<file path="src/verilog/opdec_defines.vh">
/*
 * opcode patterns, field positions and cycle counts for the load, multiply,
 * normalize and OR decoder.
 * assumes inclusion by bare name from the decoder files.
 */
`ifndef OPDEC_DEFINES_VH
`define OPDEC_DEFINES_VH

// high-byte opcodes (bits 15:8)
`define OP_LD_ACC_SHORT    8'hB9
`define OP_LD_HIGH_ACC     8'h6A
`define OP_LD_LOW_ACC      8'h69
`define OP_LD_ACC_OPSHIFT  8'h6B
`define OP_LD_PAGE_MEM     8'h0D
`define OP_LD_STATUS0      8'h0E
`define OP_LD_STATUS1      8'h0F
`define OP_LT_ACCUM        8'h70
`define OP_LT_MOVE         8'h72
`define OP_LT_TRANSFER     8'h71
`define OP_LT_SUBTRACT     8'h74
`define OP_MAC_MOVE        8'hA3
`define OP_MULTIPLY        8'h54
`define OP_MULTIPLY_ADD    8'h50
`define OP_MULTIPLY_SUB    8'h51
`define OP_NORMALIZE       8'hA0
// partial patterns
`define OP_AUX_SHORT_HI5   5'h16
`define OP_PAGE_IMM_HI7    7'h5E
`define OP_AUX_LONG_HI13   13'h17E1
`define OP_AUX_PTR_HI13    13'h1171
`define OP_OR_SHIFT_HI12   12'hBFC
// full words
`define OP_OR_SHIFT16      16'hBE82
`define OP_PROD_TO_ACC     16'hBE03

// operation codes on op_code_out
`define OPC_NONE           5'h00
`define OPC_LD_ACC_SHORT   5'h01
`define OPC_LD_HIGH_ACC    5'h02
`define OPC_LD_LOW_ACC     5'h03
`define OPC_LD_ACC_OPSHIFT 5'h04
`define OPC_LD_AUX_SHORT   5'h05
`define OPC_LD_AUX_LONG    5'h06
`define OPC_LD_PAGE_MEM    5'h07
`define OPC_LD_PAGE_IMM    5'h08
`define OPC_LD_STATUS0     5'h09
`define OPC_LD_STATUS1     5'h0A
`define OPC_LT_ACCUM       5'h0B
`define OPC_LT_MOVE        5'h0C
`define OPC_LT_TRANSFER    5'h0D
`define OPC_LT_SUBTRACT    5'h0E
`define OPC_MAC_MOVE       5'h0F
`define OPC_AUX_PTR        5'h10
`define OPC_MULTIPLY       5'h11
`define OPC_MULTIPLY_ADD   5'h12
`define OPC_MULTIPLY_SUB   5'h13
`define OPC_NORMALIZE      5'h14
`define OPC_OR_SHIFT       5'h15
`define OPC_OR_SHIFT16     5'h16
`define OPC_PROD_TO_ACC    5'h17
`define OPC_ILLEGAL        5'h1F

// field positions
`define FLD_AUX_SEL_LSB    0
`define FLD_AUX_SHORT_LSB  8
`define FLD_SHIFT_LSB      0

// cycle counts
`define CYC_ONE            2'd1
`define CYC_TWO            2'd2
`define CYC_THREE          2'd3

`endif

</file>
<file path="src/verilog/opcode_table.v">
/*
 * combinational lookup of a first instruction word: operation code,
 * word count, cycle count and operand fields.
 * assumes a registered 16-bit word at its input.
 */
`timescale 1ns/100ps
`default_nettype none
`include "opdec_defines.vh"
module opcode_table (
  input wire [15:0] word_in,
  output reg [4:0] op_out,
  output reg two_word_out,
  output reg [1:0] cycles_out,
  output reg [2:0] aux_sel_out,
  output reg [8:0] imm_out,
  output reg [3:0] shift_out
);
  always @* begin
    op_out = `OPC_ILLEGAL;
    two_word_out = 1'b0;
    cycles_out = `CYC_ONE;
    aux_sel_out = 3'h0;
    imm_out = {1'b0, word_in[7:0]};
    shift_out = 4'h0;
    if (word_in == `OP_OR_SHIFT16) begin
      op_out = `OPC_OR_SHIFT16;
      two_word_out = 1'b1;
      cycles_out = `CYC_TWO;
    end else if (word_in == `OP_PROD_TO_ACC) begin
      op_out = `OPC_PROD_TO_ACC;
    end else if (word_in[15:3] == `OP_AUX_LONG_HI13) begin
      op_out = `OPC_LD_AUX_LONG;
      two_word_out = 1'b1;
      cycles_out = `CYC_TWO;
      aux_sel_out = word_in[`FLD_AUX_SEL_LSB +: 3];
    end else if (word_in[15:3] == `OP_AUX_PTR_HI13) begin
      op_out = `OPC_AUX_PTR;
      aux_sel_out = word_in[`FLD_AUX_SEL_LSB +: 3];
    end else if (word_in[15:4] == `OP_OR_SHIFT_HI12) begin
      op_out = `OPC_OR_SHIFT;
      two_word_out = 1'b1;
      cycles_out = `CYC_TWO;
      shift_out = word_in[`FLD_SHIFT_LSB +: 4];
    end else if (word_in[15:9] == `OP_PAGE_IMM_HI7) begin
      op_out = `OPC_LD_PAGE_IMM;
      cycles_out = `CYC_TWO;
      imm_out = word_in[8:0];
    end else if (word_in[15:11] == `OP_AUX_SHORT_HI5) begin
      op_out = `OPC_LD_AUX_SHORT;
      cycles_out = `CYC_TWO;
      aux_sel_out = word_in[`FLD_AUX_SHORT_LSB +: 3];
    end else begin
      case (word_in[15:8])
        `OP_LD_ACC_SHORT: op_out = `OPC_LD_ACC_SHORT;
        `OP_LD_HIGH_ACC: op_out = `OPC_LD_HIGH_ACC;
        `OP_LD_LOW_ACC: op_out = `OPC_LD_LOW_ACC;
        `OP_LD_ACC_OPSHIFT: op_out = `OPC_LD_ACC_OPSHIFT;
        `OP_LD_PAGE_MEM: begin
          op_out = `OPC_LD_PAGE_MEM;
          cycles_out = `CYC_TWO;
        end
        `OP_LD_STATUS0: begin
          op_out = `OPC_LD_STATUS0;
          cycles_out = `CYC_TWO;
        end
        `OP_LD_STATUS1: begin
          op_out = `OPC_LD_STATUS1;
          cycles_out = `CYC_TWO;
        end
        `OP_LT_ACCUM: op_out = `OPC_LT_ACCUM;
        `OP_LT_MOVE: op_out = `OPC_LT_MOVE;
        `OP_LT_TRANSFER: op_out = `OPC_LT_TRANSFER;
        `OP_LT_SUBTRACT: op_out = `OPC_LT_SUBTRACT;
        `OP_MAC_MOVE: begin
          op_out = `OPC_MAC_MOVE;
          two_word_out = 1'b1;
          cycles_out = `CYC_THREE;
        end
        `OP_MULTIPLY: op_out = `OPC_MULTIPLY;
        `OP_MULTIPLY_ADD: op_out = `OPC_MULTIPLY_ADD;
        `OP_MULTIPLY_SUB: op_out = `OPC_MULTIPLY_SUB;
        `OP_NORMALIZE: op_out = `OPC_NORMALIZE;
        default: op_out = `OPC_ILLEGAL;
      endcase
    end
  end
endmodule // opcode_table
`default_nettype wire

</file>
<file path="src/verilog/cycle_counter.v">
/*
 * down counter that holds the decoder busy for the extra cycles of a
 * multi-cycle instruction.
 * assumes load_in is only raised while idle.
 */
`timescale 1ns/100ps
`default_nettype none
`include "opdec_defines.vh"
module cycle_counter (
  input wire ref_clk_in,
  input wire rstn_in,
  input wire load_in,
  input wire [1:0] count_in,
  output wire idle_out
);
  reg [1:0] left_r;
  reg [1:0] left_nxt;
  always @* begin
    left_nxt = left_r;
    if (load_in)
      left_nxt = count_in - `CYC_ONE;
    else if (left_r != 2'h0)
      left_nxt = left_r - `CYC_ONE;
  end
  always @(posedge ref_clk_in or negedge rstn_in) begin
    if (!rstn_in)
      left_r <= 2'h0;
    else
      left_r <= left_nxt;
  end
  assign idle_out = (left_r == 2'h0);
endmodule // cycle_counter
`default_nettype wire

</file>
<file path="src/verilog/opcode_decoder.v">
/*
 * instruction decoder for accumulator, auxiliary, page, status and operand
 * loads, multiply variants, normalize, immediate OR and product transfer.
 * assumes program memory presents one word with word_valid_in and holds it
 * until word_ready_out; the datapath acts on a one-cycle exec_valid_out.
 */
// Summary of operation
// - high byte B9 loads accumulator with low-byte constant; zero clears.
// - high byte 6A zeroes low accumulator, loads high half from memory.
// - high byte 69 zeroes low accumulator, loads low without extension.
// - high byte 6B loads accumulator shifted by operand register amount.
// - 10110 plus aux select plus byte loads aux register, two cycles.
// - BF08 plus select, then constant word, loads aux register long.
// - 0D loads page from memory; 1011110 loads nine-bit page, two cycles.
// - 0E and 0F load first and second status words, two cycles each.
// - 70 loads operand register and adds previous product.
// - 72 as 70 and also moves data word to next address.
// - 71 loads operand register and transfers product to accumulator.
// - 74 loads operand register and subtracts previous product.
// - A3 plus program address word: multiply-accumulate with move, 3 cycles; the decoder stalls two cycles after the second word, 4 in all.
// - 8B88 plus select loads the aux register pointer, one cycle.
// - 54 multiplies data word by operand register into product.
// - 50 multiplies and adds previous product; 51 subtracts it.
// - A0 with address normalizes the accumulator, one cycle.
// - BFC plus shift, then constant, ORs shifted constant into accumulator.
// - BE82 then constant ORs constant shifted by sixteen into accumulator.
// - BE03 copies product register into accumulator, one cycle.
`timescale 1ns/100ps
`default_nettype none
`include "opdec_defines.vh"
module opcode_decoder (
  input wire ref_clk_in,
  input wire rstn_in,
  input wire [15:0] word_in,
  input wire word_valid_in,
  output wire word_ready_out,
  output reg exec_valid_out,
  output reg [4:0] op_code_out,
  output reg [7:0] operand_address_field_out,
  output reg [15:0] constant_out,
  output reg [2:0] aux_register_select_out,
  output reg [3:0] shift_count_field_out,
  output reg [8:0] page_out,
  output reg illegal_out
);
  localparam ST_FIRST = 1'b0;
  localparam ST_SECOND = 1'b1;

  reg state_r;
  reg state_nxt;
  reg [15:0] first_r;
  reg [15:0] first_nxt;
  wire [4:0] tab_op;
  wire tab_two;
  wire [1:0] tab_cyc;
  wire [2:0] tab_aux;
  wire [8:0] tab_imm;
  wire [3:0] tab_shift;
  wire [15:0] look_word;
  wire idle;
  wire take;
  reg start_count;
  reg issue;

  // in the second state the table still looks at the held first word
  assign look_word = (state_r == ST_SECOND) ? first_r : word_in;

  opcode_table u_table (
    .word_in(look_word),
    .op_out(tab_op),
    .two_word_out(tab_two),
    .cycles_out(tab_cyc),
    .aux_sel_out(tab_aux),
    .imm_out(tab_imm),
    .shift_out(tab_shift)
  );

  cycle_counter u_count (
    .ref_clk_in(ref_clk_in),
    .rstn_in(rstn_in),
    .load_in(start_count),
    .count_in(tab_cyc),
    .idle_out(idle)
  );

  // stalling fetch while busy keeps multi-cycle instructions from overlapping
  assign word_ready_out = idle;
  assign take = word_valid_in & idle;

  always @* begin
    state_nxt = state_r;
    first_nxt = first_r;
    start_count = 1'b0;
    issue = 1'b0;
    case (state_r)
      ST_FIRST: begin
        if (take) begin
          if (tab_two) begin
            first_nxt = word_in;
            state_nxt = ST_SECOND;
          end else begin
            issue = 1'b1;
            start_count = 1'b1;
          end
        end
      end
      ST_SECOND: begin
        // this word is operand data and bypasses the decoding path
        if (take) begin
          issue = 1'b1;
          state_nxt = ST_FIRST;
          // first cycle already spent fetching the first word
          start_count = (tab_cyc == `CYC_THREE);
        end
      end
      default: state_nxt = ST_FIRST;
    endcase
  end

  always @(posedge ref_clk_in or negedge rstn_in) begin
    if (!rstn_in) begin
      state_r <= ST_FIRST;
      first_r <= 16'h0000;
      exec_valid_out <= 1'b0;
      op_code_out <= `OPC_NONE;
      operand_address_field_out <= 8'h00;
      constant_out <= 16'h0000;
      aux_register_select_out <= 3'h0;
      shift_count_field_out <= 4'h0;
      page_out <= 9'h000;
      illegal_out <= 1'b0;
    end else begin
      state_r <= state_nxt;
      first_r <= first_nxt;
      exec_valid_out <= issue;
      if (issue) begin
        op_code_out <= tab_op;
        illegal_out <= (tab_op == `OPC_ILLEGAL);
        operand_address_field_out <= look_word[7:0];
        aux_register_select_out <= tab_aux;
        shift_count_field_out <= tab_shift;
        page_out <= tab_imm;
        if (state_r == ST_SECOND)
          constant_out <= word_in;
        else
          constant_out <= {8'h00, look_word[7:0]};
      end
    end
  end
endmodule // opcode_decoder
`default_nettype wire

</file>
<file path="config.mk">
export PLATFORM = sky130hd
export DESIGN_NAME = opcode_decoder
export DESIGN_NICKNAME = d
export VERILOG_FILES = /design/src/verilog/opcode_table.v /design/src/verilog/cycle_counter.v /design/src/verilog/opcode_decoder.v
export VERILOG_INCLUDE_DIRS = /design/src /design/src/verilog
export SDC_FILE = /design/constraint.sdc
export NUM_CORES = 1
export LEC_CHECK = 0
export BUFFER_PORTS_ARGS = -buffer_cell sky130_fd_sc_hd__buf_2
export CORE_ASPECT_RATIO = 1.1
export CORE_MARGIN = 2
export CORE_UTILIZATION = 57
export CTS_CLUSTER_DIAMETER = 200
export DETAILED_ROUTE_END_ITERATION = 8
export PLACE_DENSITY_LB_ADDON = 0.12
export SLEW_MARGIN = 20
export SYNTH_ARGS = -nofsm -noshare
export SYNTH_HDL_FRONTEND = slang
export SYNTH_SLANG_ARGS = --single-unit
</file>
<file path="constraint.sdc">
create_clock -name ref_clk_in -period 5.5 [get_ports ref_clk_in]
set_input_delay 0.275 -clock ref_clk_in [delete_from_list [all_inputs] [get_ports ref_clk_in]]
set_output_delay 0.275 -clock ref_clk_in [all_outputs]
set_load 0.01 [all_outputs]
</file>
==> results.json <==
{
  "numCtsBuffers": 9,
  "hold_path_class": "primary input to async pin",
  "vias_per_cell": 6.21,
  "cts.clk_slew.worst_paths_ps": 70,
  "synth.distinct_cells": 56,
  "area_growth_pct": 16.0,
  "grt_pass1_vias": 2747,
  "coreArea_um2": 5700,
  "io_pins": 67,
  "critical_path_arrival_ps": 4330,
  "p_seq_share_pct": 45.1,
  "switching_share_pct": 25.7,
  "fillers": 481,
  "peakVddDrop_mv": 0.232,
  "cts_setup_buffers": 0,
  "initial_core_util_pct": 58.1,
  "vias": 2881,
  "drive_above_1_share_pct": 30.0,
  "cts.sinks": 58,
  "post-route-util_pct": 67.4,
  "cts_hold_buf": 0,
  "fin_worst_skew_ps": 10.5,
  "top_usage_layer": "met2",
  "track_usage_pct": 27.5,
  "slew_headroom_pct": 27.5,
  "rsz0062_at_grt": "no",
  "drtPass1Iterations": 4,
  "clkLatencyLatePin_ps": 340,
  "synth-seq-cells": 58,
  "avgSynthCellArea_um2": 10.1,
  "p_comb_share_pct": 13.0,
  "dieHeight_um": 83.9,
  "timing_worst_setup_path_type": "register to register",
  "grt_pass1_wl_um": 13800,
  "cap_violations": 0,
  "synthCells": 329,
  "setup_tns_ps": 0,
  "finalSetupViolations": 0,
  "syn-cell-area_um2": 3310,
  "htree_levels": 3,
  "p_per_area_nw_per_um2": 272,
  "wl_per_cell_um": 18.0,
  "end_kind": "register",
  "clockBufferDepth": 2,
  "p_int_mw": 0.775,
  "min_period_over_period_pct": 74.8,
  "ctsResizeCount": 0,
  "syn_nets": 348,
  "fin_ws_ps": 1380,
  "synth_area_leaders": "dfrtp_1 (44%), nand2_1 (5.3%), mux2_4 (4.1%)",
  "antenna_found_initial": 0,
  "drc": 0,
  "fmax_mhz": 243,
  "final_nets": 401,
  "gr-usage-met2_pct": 44.3,
  "synthDominantCellAreaShare_pct": 43.9,
  "period_minus_slack_ps": 4120,
  "grt_start_max_net_pins": 64,
  "ys_warn_count": 0,
  "synth_edf_count": 0,
  "clkPwrFrac_pct": 41.9,
  "cts_root_buf": "clkbuf_8",
  "hold_viol": 0,
  "worstPathMaxFanout": 63,
  "tightest_slew_ps": 1090,
  "synth_flop_cell": "dfrtp_1",
  "rows": 29,
  "gp_congestion": 0.921,
  "mostFrequentLayoutCell": "buf_2",
  "pre_cts_ws_ps": 1500,
  "startpoint_type": "register",
  "async_flop_share_pct": 100,
  "postRouteAntennaNets": 0,
  "final_cell_mix": "buf_2 (66), dfrtp_1 (57), nand2_1 (47), o21ai_0 (23), mux2_2 (12)",
  "die_area_um2": 6430,
  "numPortBuffers": 66,
  "cts_tree": "built",
  "gr-total-overflow": 0,
  "yosysTopAreaCell": "dfrtp_1",
  "routed_wl_um": 8360,
  "synth-seq-area-share_pct": 43.9,
  "status": "complete, no violations",
  "slew_viol_final": 0,
  "grt.met3_usage_pct": 5.95,
  "die_w_um": 76.7,
  "ff2ff_setup_slack_ps": 1380,
  "drt_iter0_drc": 248,
  "dp_hpwl_um": 5950,
  "gr-usage-met1_pct": 36.3,
  "antenna_cells": 0,
  "leakage_nw": 1.81,
  "p_sw_mw": 0.268,
  "required_ps": 5710
}
critical path, stage by stage, from the launching register on:
cell and delay, ps:
dfrtp_2 1050, nand3_1 420, a222oi_1 680, o2111ai_1 380
a31oi_4 890, inv_1 230, mux2_2 320
layout make-up:
class	instances	area [um2]	area share, %
inverter	3	11.3	0.293
sequential	58	1450	37.8
multi-input combinational	241	1710	44.5
clock buffer	11	141	3.68
tap	77	96.3	2.51
timing repair buffer	69	353	9.19
clock inverter	5	77.6	2.02
sequential cells by signal, summed over array words and instances (netlist names):
signal,flops
operand_address_field_out,7
first_r,16
state_r,1
constant_out,16
op_code_out,5
aux_register_select_out,3
u_count.left_r,2
illegal_out,1
page_out,2
exec_valid_out,1
shift_count_field_out,4
stage by stage:
step | instances | cell area, um2 | power [mW] | hold slack (ps)
floorplan | 329 | 3310 | 0.560 | -20.6
global placement | 448 | 3620 | 0.610 | 447
detailed placement | 448 | 3620 | 0.614 | 449
CTS | 464 | 3840 | 1.05 | 100
global route | 464 | 3840 | 1.08 | 131
finish | 464 | 3840 | 1.04 | 82.3
power by group through the flow:
stage	Clock (mW)	Sequential, mW	Combinational, mW
finish	0.437	0.471	0.135
global route	0.461	0.474	0.149
CTS	0.441	0.471	0.136
detailed placement	0	0.478	0.136
global placement	0	0.477	0.133
floorplan	0	0.483	0.0773
cells by family (layout without fill, tap and decap cells):
| group | after synthesis | count (layout) | share of synthesized area, % |
|---|---|---|---|
| simple gates | 118 | 118 | 19.7 |
| xor+xnor | 3 | 3 | 0.794 |
| buf+inv | 30 | 88 | 4.99 |
| flops | 58 | 58 | 43.9 |
| mux | 32 | 32 | 11.5 |
| compound gates | 88 | 88 | 19.2 |
final timing paths:
kind	start	to	depth (start not counted)
max	state_r	aux_register_select_out[0]	6
min	rstn_in	operand_address_field_out[3]	2
max reg2reg	state_r	aux_register_select_out[0]	6
min reg2reg	u_count.left_r[0]	u_count.left_r[0]	1
max in group asynchronous	rstn_in	state_r	2
min in group ref_clk_in	word_in[15]	constant_out[15]	2
per-layer routing:
layer	up-vias	wire length, um	share of wire, %
met5	-	0	0
met4	0	218	2.6
met3	23	503	6.0
met2	134	3960	47
met1	1390	3680	44
li1	1334	-	-
cell usage after synthesis (6+ instances only):
cell	n
dfrtp_1	58
nand2_1	47
o21ai_0	23
buf_4	12
mux2_2	12
a22o_1	11
mux2i_1	11
nand3b_1	11
mux2_4	9
a21oi_1	8
nand3_1	8
or3b_2	8
a22oi_1	7
nor2_1	7
buf_2	6
No activity file was read; power rests on OpenSTA's default activity.
